===== src/verilog/sps_pkg.sv =====
/*
 * Constants, state codes and carrier structs for the system power state
 * machine. Assumes a single 25 MHz clock domain.
 */
package sps_pkg;
	// register offsets (word index on the register port)
	localparam logic [7:0] ADDR_CHIP_REVISION = 8'h00;
	localparam logic [7:0] ADDR_EVENT_STATUS = 8'h01;
	localparam logic [7:0] ADDR_GENERAL_STATUS_ONE = 8'h05;
	localparam logic [7:0] ADDR_CONVERTER_ERROR = 8'h0D;
	localparam logic [7:0] ADDR_SUPPLY_FAULT = 8'h38;
	// event status bit positions
	localparam int EV_SUPPLY_FAULT = 15;
	localparam int EV_MIRROR_PG_INIT = 13;
	localparam int EV_MAIN_PARITY = 12;
	localparam int EV_CONVERTER = 11;
	localparam int EV_WATCHDOG_TWO = 7;
	localparam int EV_WATCHDOG_ONE = 6;
	localparam int EV_STATE_CHANGE = 5;
	localparam int EV_MIRROR_PG_FAULT = 3;
	localparam int EV_TEMP_WARN = 2;
	localparam int EV_TEMP_ERR = 1;
	localparam int EV_ON_REQ_LOW = 0;
	// general status one fields
	localparam int GS_CAUSE_LSB = 5;
	localparam int GS_STATE_LSB = 0;
	// supply fault fields
	localparam int SF_BIAS = 15;
	localparam int SF_RESET = 14;
	localparam int SF_OFFSET = 13;
	localparam int SF_MAIN = 12;
	localparam int SF_CORE_OR = 10;
	localparam int SF_3P3 = 2;
	localparam int SF_1P8 = 1;
	localparam int SF_1P1 = 0;
	// reset values
	localparam logic [15:0] EVENT_STATUS_RESET = 16'h0000;
	localparam logic [3:0] REV_MAJOR = 4'h1; // arbitrary value
	localparam logic [3:0] REV_MINOR = 4'h0; // arbitrary value
	// timing
	localparam int CLK_HZ = 25000000;
	localparam int HOST_RESET_HOLD_US = 100;
	localparam int HOST_RESET_HOLD_CYC = HOST_RESET_HOLD_US * (CLK_HZ / 1000000);
	localparam int PARK_STEP_US = 100;
	localparam int PARK_STEP_CYC = PARK_STEP_US * (CLK_HZ / 1000000);

	typedef enum logic [2:0] {
		CAUSE_POR = 3'b000,
		CAUSE_ON_LOW = 3'b001,
		CAUSE_WD_ONE = 3'b010,
		CAUSE_WD_TWO = 3'b011,
		CAUSE_OVER_TEMP = 3'b100,
		CAUSE_SW_CYCLE = 3'b101
	} sps_cause_e;

	typedef enum logic [4:0] {
		ST_SHUTDOWN = 5'h00,
		ST_OFF = 5'h02,
		ST_INIT_1P1 = 5'h04,
		ST_INIT_1P8 = 5'h05,
		ST_INIT_3P3 = 5'h06,
		ST_RELEASE_RESET = 5'h07,
		ST_STANDBY = 5'h08,
		ST_MIRROR_POWER_UP = 5'h09,
		ST_DISPLAY_READY = 5'h0C,
		ST_DISPLAY_ON = 5'h0D,
		ST_PARK_START = 5'h0E,
		ST_PARK_BIAS_OFF = 5'h0F,
		ST_PARK_OFFSET_OFF = 5'h10,
		ST_DISCHARGE = 5'h11
	} sps_state_e;

	// analog monitor levels, 1 = good / in range; temp_warn and temp_err are 1 when raised
	typedef struct packed {
		logic main_input_supply;
		logic six_volt_input;
		logic rail_1p1;
		logic rail_1p8;
		logic rail_3p3;
		logic offset_rail;
		logic reset_rail;
		logic bias_rail;
		logic temp_warn;
		logic temp_err;
	} sps_monitor_s;

	// one-cycle commands and events from the controller side
	typedef struct packed {
		logic mirror_enable_begin;
		logic mirror_confirmed;
		logic illumination_on;
		logic park_cmd;
		logic power_cycle_cmd;
		logic watchdog_one_err;
		logic watchdog_two_err;
		logic main_parity_err;
		logic mirror_pg_init_err;
	} sps_command_s;

	typedef struct packed {
		logic en_1p1;
		logic en_1p8;
		logic en_3p3;
		logic en_offset;
		logic en_bias;
		logic en_reset;
	} sps_supply_s;
endpackage : sps_pkg


===== src/verilog/sps_top.sv =====
/*
 * Top-level operating-state controller: supply sequencing, host reset,
 * mirror park and status registers on a simple word register port.
 * Assumes monitor levels and on-request arrive asynchronously (synchronised
 * here) and commands arrive as one-cycle pulses on clk.
 */
`timescale 1ns/1ps
module sps_top #(
	parameter int RESET_HOLD_CYC = sps_pkg::HOST_RESET_HOLD_CYC,
	parameter int PARK_CYC = sps_pkg::PARK_STEP_CYC
) (
	// clock and reset
	input wire logic clk,
	input wire logic rst,
	// pins
	input wire logic system_on_request,
	input wire sps_pkg::sps_monitor_s monitor,
	input wire logic [15:0] converter_errors,
	input wire sps_pkg::sps_command_s command,
	output sps_pkg::sps_supply_s supply_en,
	output logic host_reset_out,
	output logic mirror_park_out,
	// main serial port register access
	input wire logic main_rd,
	input wire logic main_wr,
	input wire logic [7:0] main_addr,
	input wire logic [15:0] main_wdata,
	output logic [15:0] main_rdata,
	// monitor serial port, read only
	input wire logic mon_rd,
	input wire logic [7:0] mon_addr,
	output logic [15:0] mon_rdata
);
	import sps_pkg::*;

	localparam int CW = 24;

	// pin synchronisers
	logic [10:0] sync_a;
	logic [10:0] sync_b;
	always_ff @(posedge clk or posedge rst) begin
		if (rst) begin
			sync_a <= 11'h000;
			sync_b <= 11'h000;
		end else begin
			sync_a <= {system_on_request, monitor};
			sync_b <= sync_a;
		end
	end
	logic on_req;
	sps_monitor_s mon;
	assign on_req = sync_b[10];
	assign mon = sync_b[9:0];

	logic core_good;
	logic power_good;
	logic temp_err;
	assign core_good = mon.rail_1p1 & mon.rail_1p8 & mon.rail_3p3 &
		mon.six_volt_input;
	assign power_good = core_good & mon.main_input_supply;
	assign temp_err = mon.temp_err;

	sps_state_e state;
	sps_state_e next_state;
	sps_cause_e cause;
	logic [CW-1:0] timer;
	logic timer_done;
	logic on_low_seen;
	assign timer_done = (timer == '0);

	logic park_event;
	assign park_event = ~power_good | ~on_req | temp_err |
		command.park_cmd | command.power_cycle_cmd;

	always_comb begin
		next_state = state;
		unique case (state)
			ST_SHUTDOWN: if (~on_req) next_state = ST_OFF;
			ST_OFF: if (mon.main_input_supply & on_req & ~mon.temp_warn)
				next_state = ST_INIT_1P1;
			ST_INIT_1P1: if (mon.rail_1p1) next_state = ST_INIT_1P8;
			ST_INIT_1P8: if (mon.rail_1p8) next_state = ST_INIT_3P3;
			ST_INIT_3P3: if (power_good) next_state = ST_RELEASE_RESET;
			ST_RELEASE_RESET: begin
				if (~power_good) next_state = ST_OFF;
				else if (timer_done) next_state = ST_STANDBY;
			end
			ST_STANDBY: begin
				if (temp_err) next_state = ST_SHUTDOWN;
				else if (~on_req | command.power_cycle_cmd |
					command.watchdog_one_err | command.watchdog_two_err |
					~power_good)
					next_state = ST_OFF;
				else if (command.mirror_enable_begin)
					next_state = ST_MIRROR_POWER_UP;
			end
			ST_MIRROR_POWER_UP: begin
				if (temp_err) next_state = ST_PARK_START;
				else if (command.mirror_confirmed)
					next_state = ST_DISPLAY_READY;
			end
			ST_DISPLAY_READY: begin
				if (park_event | on_low_seen) next_state = ST_PARK_START;
				else if (command.illumination_on)
					next_state = ST_DISPLAY_ON;
			end
			ST_DISPLAY_ON: if (park_event) next_state = ST_PARK_START;
			ST_PARK_START: if (timer_done) next_state = ST_PARK_BIAS_OFF;
			ST_PARK_BIAS_OFF: if (timer_done)
				next_state = ST_PARK_OFFSET_OFF;
			ST_PARK_OFFSET_OFF: if (timer_done) next_state = ST_DISCHARGE;
			ST_DISCHARGE: begin
				if (timer_done)
					next_state = temp_err ? ST_SHUTDOWN : ST_STANDBY;
			end
			default: next_state = ST_OFF;
		endcase
	end

	always_ff @(posedge clk or posedge rst) begin
		if (rst) state <= ST_OFF;
		else state <= next_state;
	end

	// timer reloads on every state entry
	always_ff @(posedge clk or posedge rst) begin
		if (rst) begin
			timer <= '0;
		end else if (next_state != state) begin
			if (next_state == ST_RELEASE_RESET)
				timer <= CW'(RESET_HOLD_CYC - 1);
			else
				timer <= CW'(PARK_CYC - 1);
		end else if (!timer_done) begin
			timer <= timer - 1'b1;
		end
	end

	// request low during mirror power-up is remembered, acted on later
	always_ff @(posedge clk or posedge rst) begin
		if (rst) on_low_seen <= 1'b0;
		else if (state == ST_MIRROR_POWER_UP && !on_req)
			on_low_seen <= 1'b1;
		else if (state != ST_MIRROR_POWER_UP && state != ST_DISPLAY_READY)
			on_low_seen <= 1'b0;
	end

	// cause of the last pass through OFF, except a pass forced by lost power-good, which keeps the old cause
	always_ff @(posedge clk or posedge rst) begin
		if (rst) begin
			cause <= CAUSE_POR;
		end else if (next_state == ST_OFF && state != ST_OFF) begin
			if (state == ST_SHUTDOWN) cause <= CAUSE_OVER_TEMP;
			else if (~on_req) cause <= CAUSE_ON_LOW;
			else if (command.watchdog_one_err) cause <= CAUSE_WD_ONE;
			else if (command.watchdog_two_err) cause <= CAUSE_WD_TWO;
			else if (command.power_cycle_cmd) cause <= CAUSE_SW_CYCLE;
		end
	end

	// supply enables, async off under reset
	logic core_on;
	logic mirror_on;
	assign core_on = (state != ST_OFF) && (state != ST_SHUTDOWN);
	assign mirror_on = (state == ST_MIRROR_POWER_UP) ||
		(state == ST_DISPLAY_READY) || (state == ST_DISPLAY_ON) ||
		(state == ST_PARK_START);
	always_ff @(posedge clk or posedge rst) begin
		if (rst) begin
			supply_en <= '0;
			host_reset_out <= 1'b0;
			mirror_park_out <= 1'b1;
		end else begin
			supply_en.en_1p1 <= core_on;
			supply_en.en_1p8 <= core_on && state != ST_INIT_1P1;
			supply_en.en_3p3 <= core_on && state != ST_INIT_1P1 &&
				state != ST_INIT_1P8;
			supply_en.en_offset <= mirror_on || state == ST_PARK_BIAS_OFF;
			supply_en.en_bias <= mirror_on;
			supply_en.en_reset <= mirror_on;
			host_reset_out <= core_on && state != ST_INIT_1P1 &&
				state != ST_INIT_1P8 && state != ST_INIT_3P3 &&
				state != ST_RELEASE_RESET;
			// temperature error forces park regardless of software
			mirror_park_out <= !((state >= ST_PARK_START) || temp_err);
		end
	end

	// supply fault register, live
	logic [15:0] supply_fault;
	always_comb begin
		supply_fault = 16'h0000;
		supply_fault[SF_BIAS] = ~mon.bias_rail & ~supply_en.en_bias ? 1'b0
			: ~mon.bias_rail;
		supply_fault[SF_RESET] = ~mon.reset_rail & supply_en.en_reset;
		supply_fault[SF_OFFSET] = ~mon.offset_rail & supply_en.en_offset;
		supply_fault[SF_MAIN] = ~mon.main_input_supply;
		supply_fault[SF_CORE_OR] = ~core_good;
		supply_fault[SF_3P3] = ~mon.rail_3p3;
		supply_fault[SF_1P8] = ~mon.rail_1p8;
		supply_fault[SF_1P1] = ~mon.rail_1p1;
	end

	// event status: hardware set wins over software clear (write 1 clears)
	logic [15:0] event_flags;
	logic [15:0] ev_set;
	logic [15:0] ev_clr;
	always_comb begin
		ev_set = 16'h0000;
		ev_set[EV_SUPPLY_FAULT] = |supply_fault;
		ev_set[EV_MIRROR_PG_INIT] = command.mirror_pg_init_err;
		ev_set[EV_MAIN_PARITY] = command.main_parity_err;
		ev_set[EV_CONVERTER] = |converter_errors;
		ev_set[EV_WATCHDOG_TWO] = command.watchdog_two_err;
		ev_set[EV_WATCHDOG_ONE] = command.watchdog_one_err;
		ev_set[EV_STATE_CHANGE] = (next_state != state);
		ev_set[EV_MIRROR_PG_FAULT] = supply_fault[SF_RESET] |
			supply_fault[SF_OFFSET];
		ev_set[EV_TEMP_WARN] = mon.temp_warn;
		ev_set[EV_TEMP_ERR] = temp_err;
		ev_clr = (main_wr && main_addr == ADDR_EVENT_STATUS) ?
			main_wdata : 16'h0000;
	end
	always_ff @(posedge clk or posedge rst) begin
		if (rst) event_flags <= EVENT_STATUS_RESET;
		else event_flags <= (event_flags & ~ev_clr) | ev_set;
	end

	logic [15:0] event_view;
	logic [15:0] status_one;
	assign event_view = {event_flags[15:1], ~on_req};
	assign status_one = {8'h00, cause, state};

	function automatic logic [15:0] reg_read(input logic [7:0] a,
		input logic [15:0] ev, input logic [15:0] st,
		input logic [15:0] cv, input logic [15:0] sf);
		unique case (a)
			ADDR_CHIP_REVISION: reg_read = {8'h00, REV_MAJOR, REV_MINOR};
			ADDR_EVENT_STATUS: reg_read = ev;
			ADDR_GENERAL_STATUS_ONE: reg_read = st;
			ADDR_CONVERTER_ERROR: reg_read = cv;
			ADDR_SUPPLY_FAULT: reg_read = sf;
			default: reg_read = 16'h0000;
		endcase
	endfunction : reg_read

	// read data registered one cycle after the strobe
	always_ff @(posedge clk or posedge rst) begin
		if (rst) begin
			main_rdata <= 16'h0000;
			mon_rdata <= 16'h0000;
		end else begin
			if (main_rd)
				main_rdata <= reg_read(main_addr, event_view, status_one,
					converter_errors, supply_fault);
			if (mon_rd)
				mon_rdata <= reg_read(mon_addr, event_view, status_one,
					converter_errors, supply_fault);
		end
	end
	// single clock domain throughout
endmodule : sps_top

===== config.mk =====
export PLATFORM = sky130hd
export DESIGN_NAME = sps_top
export DESIGN_NICKNAME = d
export VERILOG_FILES = /design/src/verilog/sps_pkg.sv /design/src/verilog/sps_top.sv
export SDC_FILE = /design/constraint.sdc
export NUM_CORES = 1
export LEC_CHECK = 0
export BUFFER_PORTS_ARGS = -buffer_cell sky130_fd_sc_hd__buf_2
export CORE_AREA = 5 5 88 131
export DETAILED_ROUTE_END_ITERATION = 16
export DIE_AREA = 0 0 93 136
export PLACE_DENSITY_LB_ADDON = 0.05
export RECOVER_POWER = 50
export SYNTH_ARGS = -nofsm -noshare
export SYNTH_HDL_FRONTEND = slang
export SYNTH_SLANG_ARGS = --single-unit

===== constraint.sdc =====
create_clock -name clk -period 8.2 [get_ports clk]
set_input_delay 1.23 -clock clk [delete_from_list [all_inputs] [get_ports clk]]
set_output_delay 1.23 -clock clk [all_outputs]
set_load 0.01 [all_outputs]

==> summary.md <==
| Metric | Value |
|---|---|
| Crit Path Category | primary input to register |
| Commonest non-fill, non-tap cell in the layout | dfrtp_1 |
| Post-Layout Inst Area | 6382 µm² |
| Initial antenna violation count | 0 |
| Number of global-route vias before repair | 4864 |
| Num CTS Buffers | 9 |
| Netlist Area Pre-Place | 5504 µm² |
| Largest net degree at the start of global routing | 61 |
| HPWL after DPL | 11700 µm |
| DRT Pass-1 Iters | 7 |
| Routed wl met3 | 783 µm |
| GRT Total Usage | 0.2469 |
| DR vias | 4894 |
| Post-synth EDFFs | 0 |
| Largest stage delay, worst path | 840 ps |
| CTS Sinks | 109 |
| Average size of a mapped cell | 9.490 µm² |
| Final core utilization | 0.6161 |
| Die area | 12650 µm² |
| Violated checks | max-capacitance violations, max-slew violations |
| Post-synthesis cell type count | 63 |
| Pre-CTS setup slack | 4228 ps |
| Mapped Nets | 654 |
| # resized after CTS | 0 |
| Crit-path cells | buf_2 -> nor4b_1 -> nand3_1 -> o221ai_1 -> a22oi_1 -> or4_1 -> nor4_1 |
| Die X | 93 µm |
| Fraction of the yosys area taken by sequential cells | 0.4960 |
| Number of antenna diodes | 0 |
| Setup TNS | 0 ps |
| Critical Path Source Type | primary input |
| Hold Crit Class | register to register |
| Nets | 748 |
| Routed wl met2 | 8625 µm |
| Final Max Slew Viols | 51 |
| Worst path required time | 8440 ps |
| Final Setup Violations | 0 |
| Synth-to-Final Area Change | 15.96% |
| Initial cell density of the core | 0.5313 |
| Delay-heaviest family, CP | simple AND/OR/NAND/NOR gates |
| CP Data Arrival Time | 3810 ps |
| Share of post-route cells with drive strength above 1 | 0.1620 |
| Commonest cells after routing, fill and taps aside | 107 x dfrtp_1, 71 x buf_2, 53 x nand2_1, 43 x inv_1, 42 x nor2_1 |
| Setup WS post-layout | 4629 ps |
| CTS tree | done |
| DRC viols | 0 |
| WL met1 | 5720 µm |
| Post-route clock period utilization | 0.4354 |
| Leakage power | 2.577 nW |
| Global-route wire length before repair | 24380 µm |
| Cell Area, Placed | 6132 µm² |
| Worst slew pin tran | 2216 ps |
| Htree depth | 3 |
| Ports | 113 |
| Top FF cell, synth | dfrtp_1 |
| Worst-path fanout max | 17 |
| Pwr/cell area | 162.5 nW/µm² |
| Root Buffer Master | clkbuf_16 |
| Post-CTS setup buffer count | 0 |
| Worst path bufs/invs | 1 |
| Clock buffer depth | 2 |
| Worst Setup End Kind | register |
| Ys async rst share | 1.000 |
| Via density per instance | 6.125 |
| Later-pin clock latency in the skew report | 340 ps |
| Min cycle time layout | 3571 ps |
| Final hold vios | 0 |
| Slowest CP cell | or4_1 |
| Hold_buf cts | 0 |
| Core area | 10360 µm² |
| Clk slew on worst S/H paths | 70 ps |
| Port buffer count | 111 |
| Top routing layer used | met4 |
| Cells after Synth | 580 |
| Max cap viols | 1 |
| # rows | 46 |
| Drt wl/cell | 19.55 µm |
| Status | finished with violations |
| Grt total ovfl | 0 |
| Highest clock rate | 0.2801 GHz |
| Drt total wl | 15620 µm |
| Number of routed nets with antenna violations | 0 |
| Synth warn | 0 |
| Relative slew slack | -0.4857 |
| Placer Congestion | 0.8951 |
| FF+latch count, synth | 109 |
| Die Ht | 136 µm |
| Setup Skew | 3.487 ps |
| Iter 0 DRT Violations | 252 |
| VDD IR-drop max | 0.1123 mV |
| RSZ-0062 raised after global routing | false |
| # fillers | 926 |
routing by layer:
| metal | up-vias | GRT usage |
|---|---|---|
| met1 | 2385 | 0.2575 |
| met2 | 165 | 0.4681 |
| met4 | 0 | 0.1165 |
| met5 | - | 0 |
| li1 | 2308 | - |
| met3 | 36 | 0.04651 |
cell usage after synthesis (4+ instances only):
master    count  area [µm²]
a211oi_1      4       30.03
a21boi_0      7       52.55
a21o_1        8       60.06
a21oi_1      13       65.06
a221oi_1      8       70.07
a222oi_1      6       60.06
a22oi_1      11       82.58
and2_1        5       31.28
and4_1        4       35.03
buf_2         6       30.03
clkbuf_1     25       93.84
dfrtp_1     107        2678
inv_1        44       165.2
mux2_2        7       78.83
mux2i_1       7       70.07
nand2_1      53       198.9
nand2b_1      9       56.30
nand3_1      16       80.08
nand4_1      16       100.1
nor2_1       42       157.7
nor2b_1       5       31.28
nor3_1       11       55.05
nor4_1       31       193.9
nor4b_1       6       52.55
o21ai_0      26       130.1
o22ai_1      30       187.7
or3_1         4       25.02
xnor2_1       7       61.31
xor2_1       14       122.6
path summary, 6_finish.rpt:
kind                            start            end  slack (ps)  cells after the start
max in group asynchronous         rst  main_rdata[9]        5190                      3
hold / removal              sync_a[6]      sync_b[6]         350                      0
setup reg to reg            timer[17]      timer[21]        4970                      6
hold reg to reg             sync_a[6]      sync_b[6]         350                      0
setup / recovery           command[3]      timer[21]        4630                      7
min in group asynchronous         rst      timer[19]        1460                      2
final cells by class:
| class | count | area (µm²) | area share |
|---|---|---|---|
| clock inverters | 6 | 72.57 | 0.01137 |
| well taps | 120 | 150.1 | 0.02352 |
| multi-input cells | 393 | 2487 | 0.3897 |
| inverters | 45 | 170.2 | 0.02666 |
| repair buffers | 116 | 543.0 | 0.08508 |
| flip-flops and latches | 109 | 2730 | 0.4278 |
| clock buffers | 10 | 229.0 | 0.03588 |
report_power, final:
group	internal, mW	switching (mW)
clock	0.240	0.197
sequential	0.543	0.00472
combinational	0.0192	0.0330
total	0.802	0.235
per-stage QoR:
step	total power, mW	instances	hold WS [ps]
5_1_grt	1.080	799	362.2
4_1_cts	1.048	799	353.7
3_3_place_gp	0.6101	783	336.1
2_1_floorplan	0.5788	580	331.2
3_5_place_dp	0.6109	783	336.4
6_report	1.037	799	350.0
flip-flops by register name, summed over array words and instances, names as in the netlist:
| register | cells |
|---|---|
| cause | 3 |
| event_flags | 15 |
| host_reset_out | 1 |
| main_rdata | 16 |
| mirror_park_out | 1 |
| mon_rdata | 16 |
| on_low_seen | 1 |
| state | 5 |
| supply_en | 5 |
| sync_a | 11 |
| sync_b | 11 |
| timer | 24 |
kinds of logic (layout without fill, tap and decap cells):
family | count (synthesis) | after routing | synth area share
xor+xnor | 21 | 21 | 0.03342
flops | 109 | 109 | 0.4960
simple gates | 218 | 218 | 0.2105
compound gates | 138 | 138 | 0.1730
buf+inv | 78 | 177 | 0.05524
fa+ha+maj | 1 | 1 | 0.002273
mux | 15 | 15 | 0.02955
No activity file was read; power rests on OpenSTA's default activity.
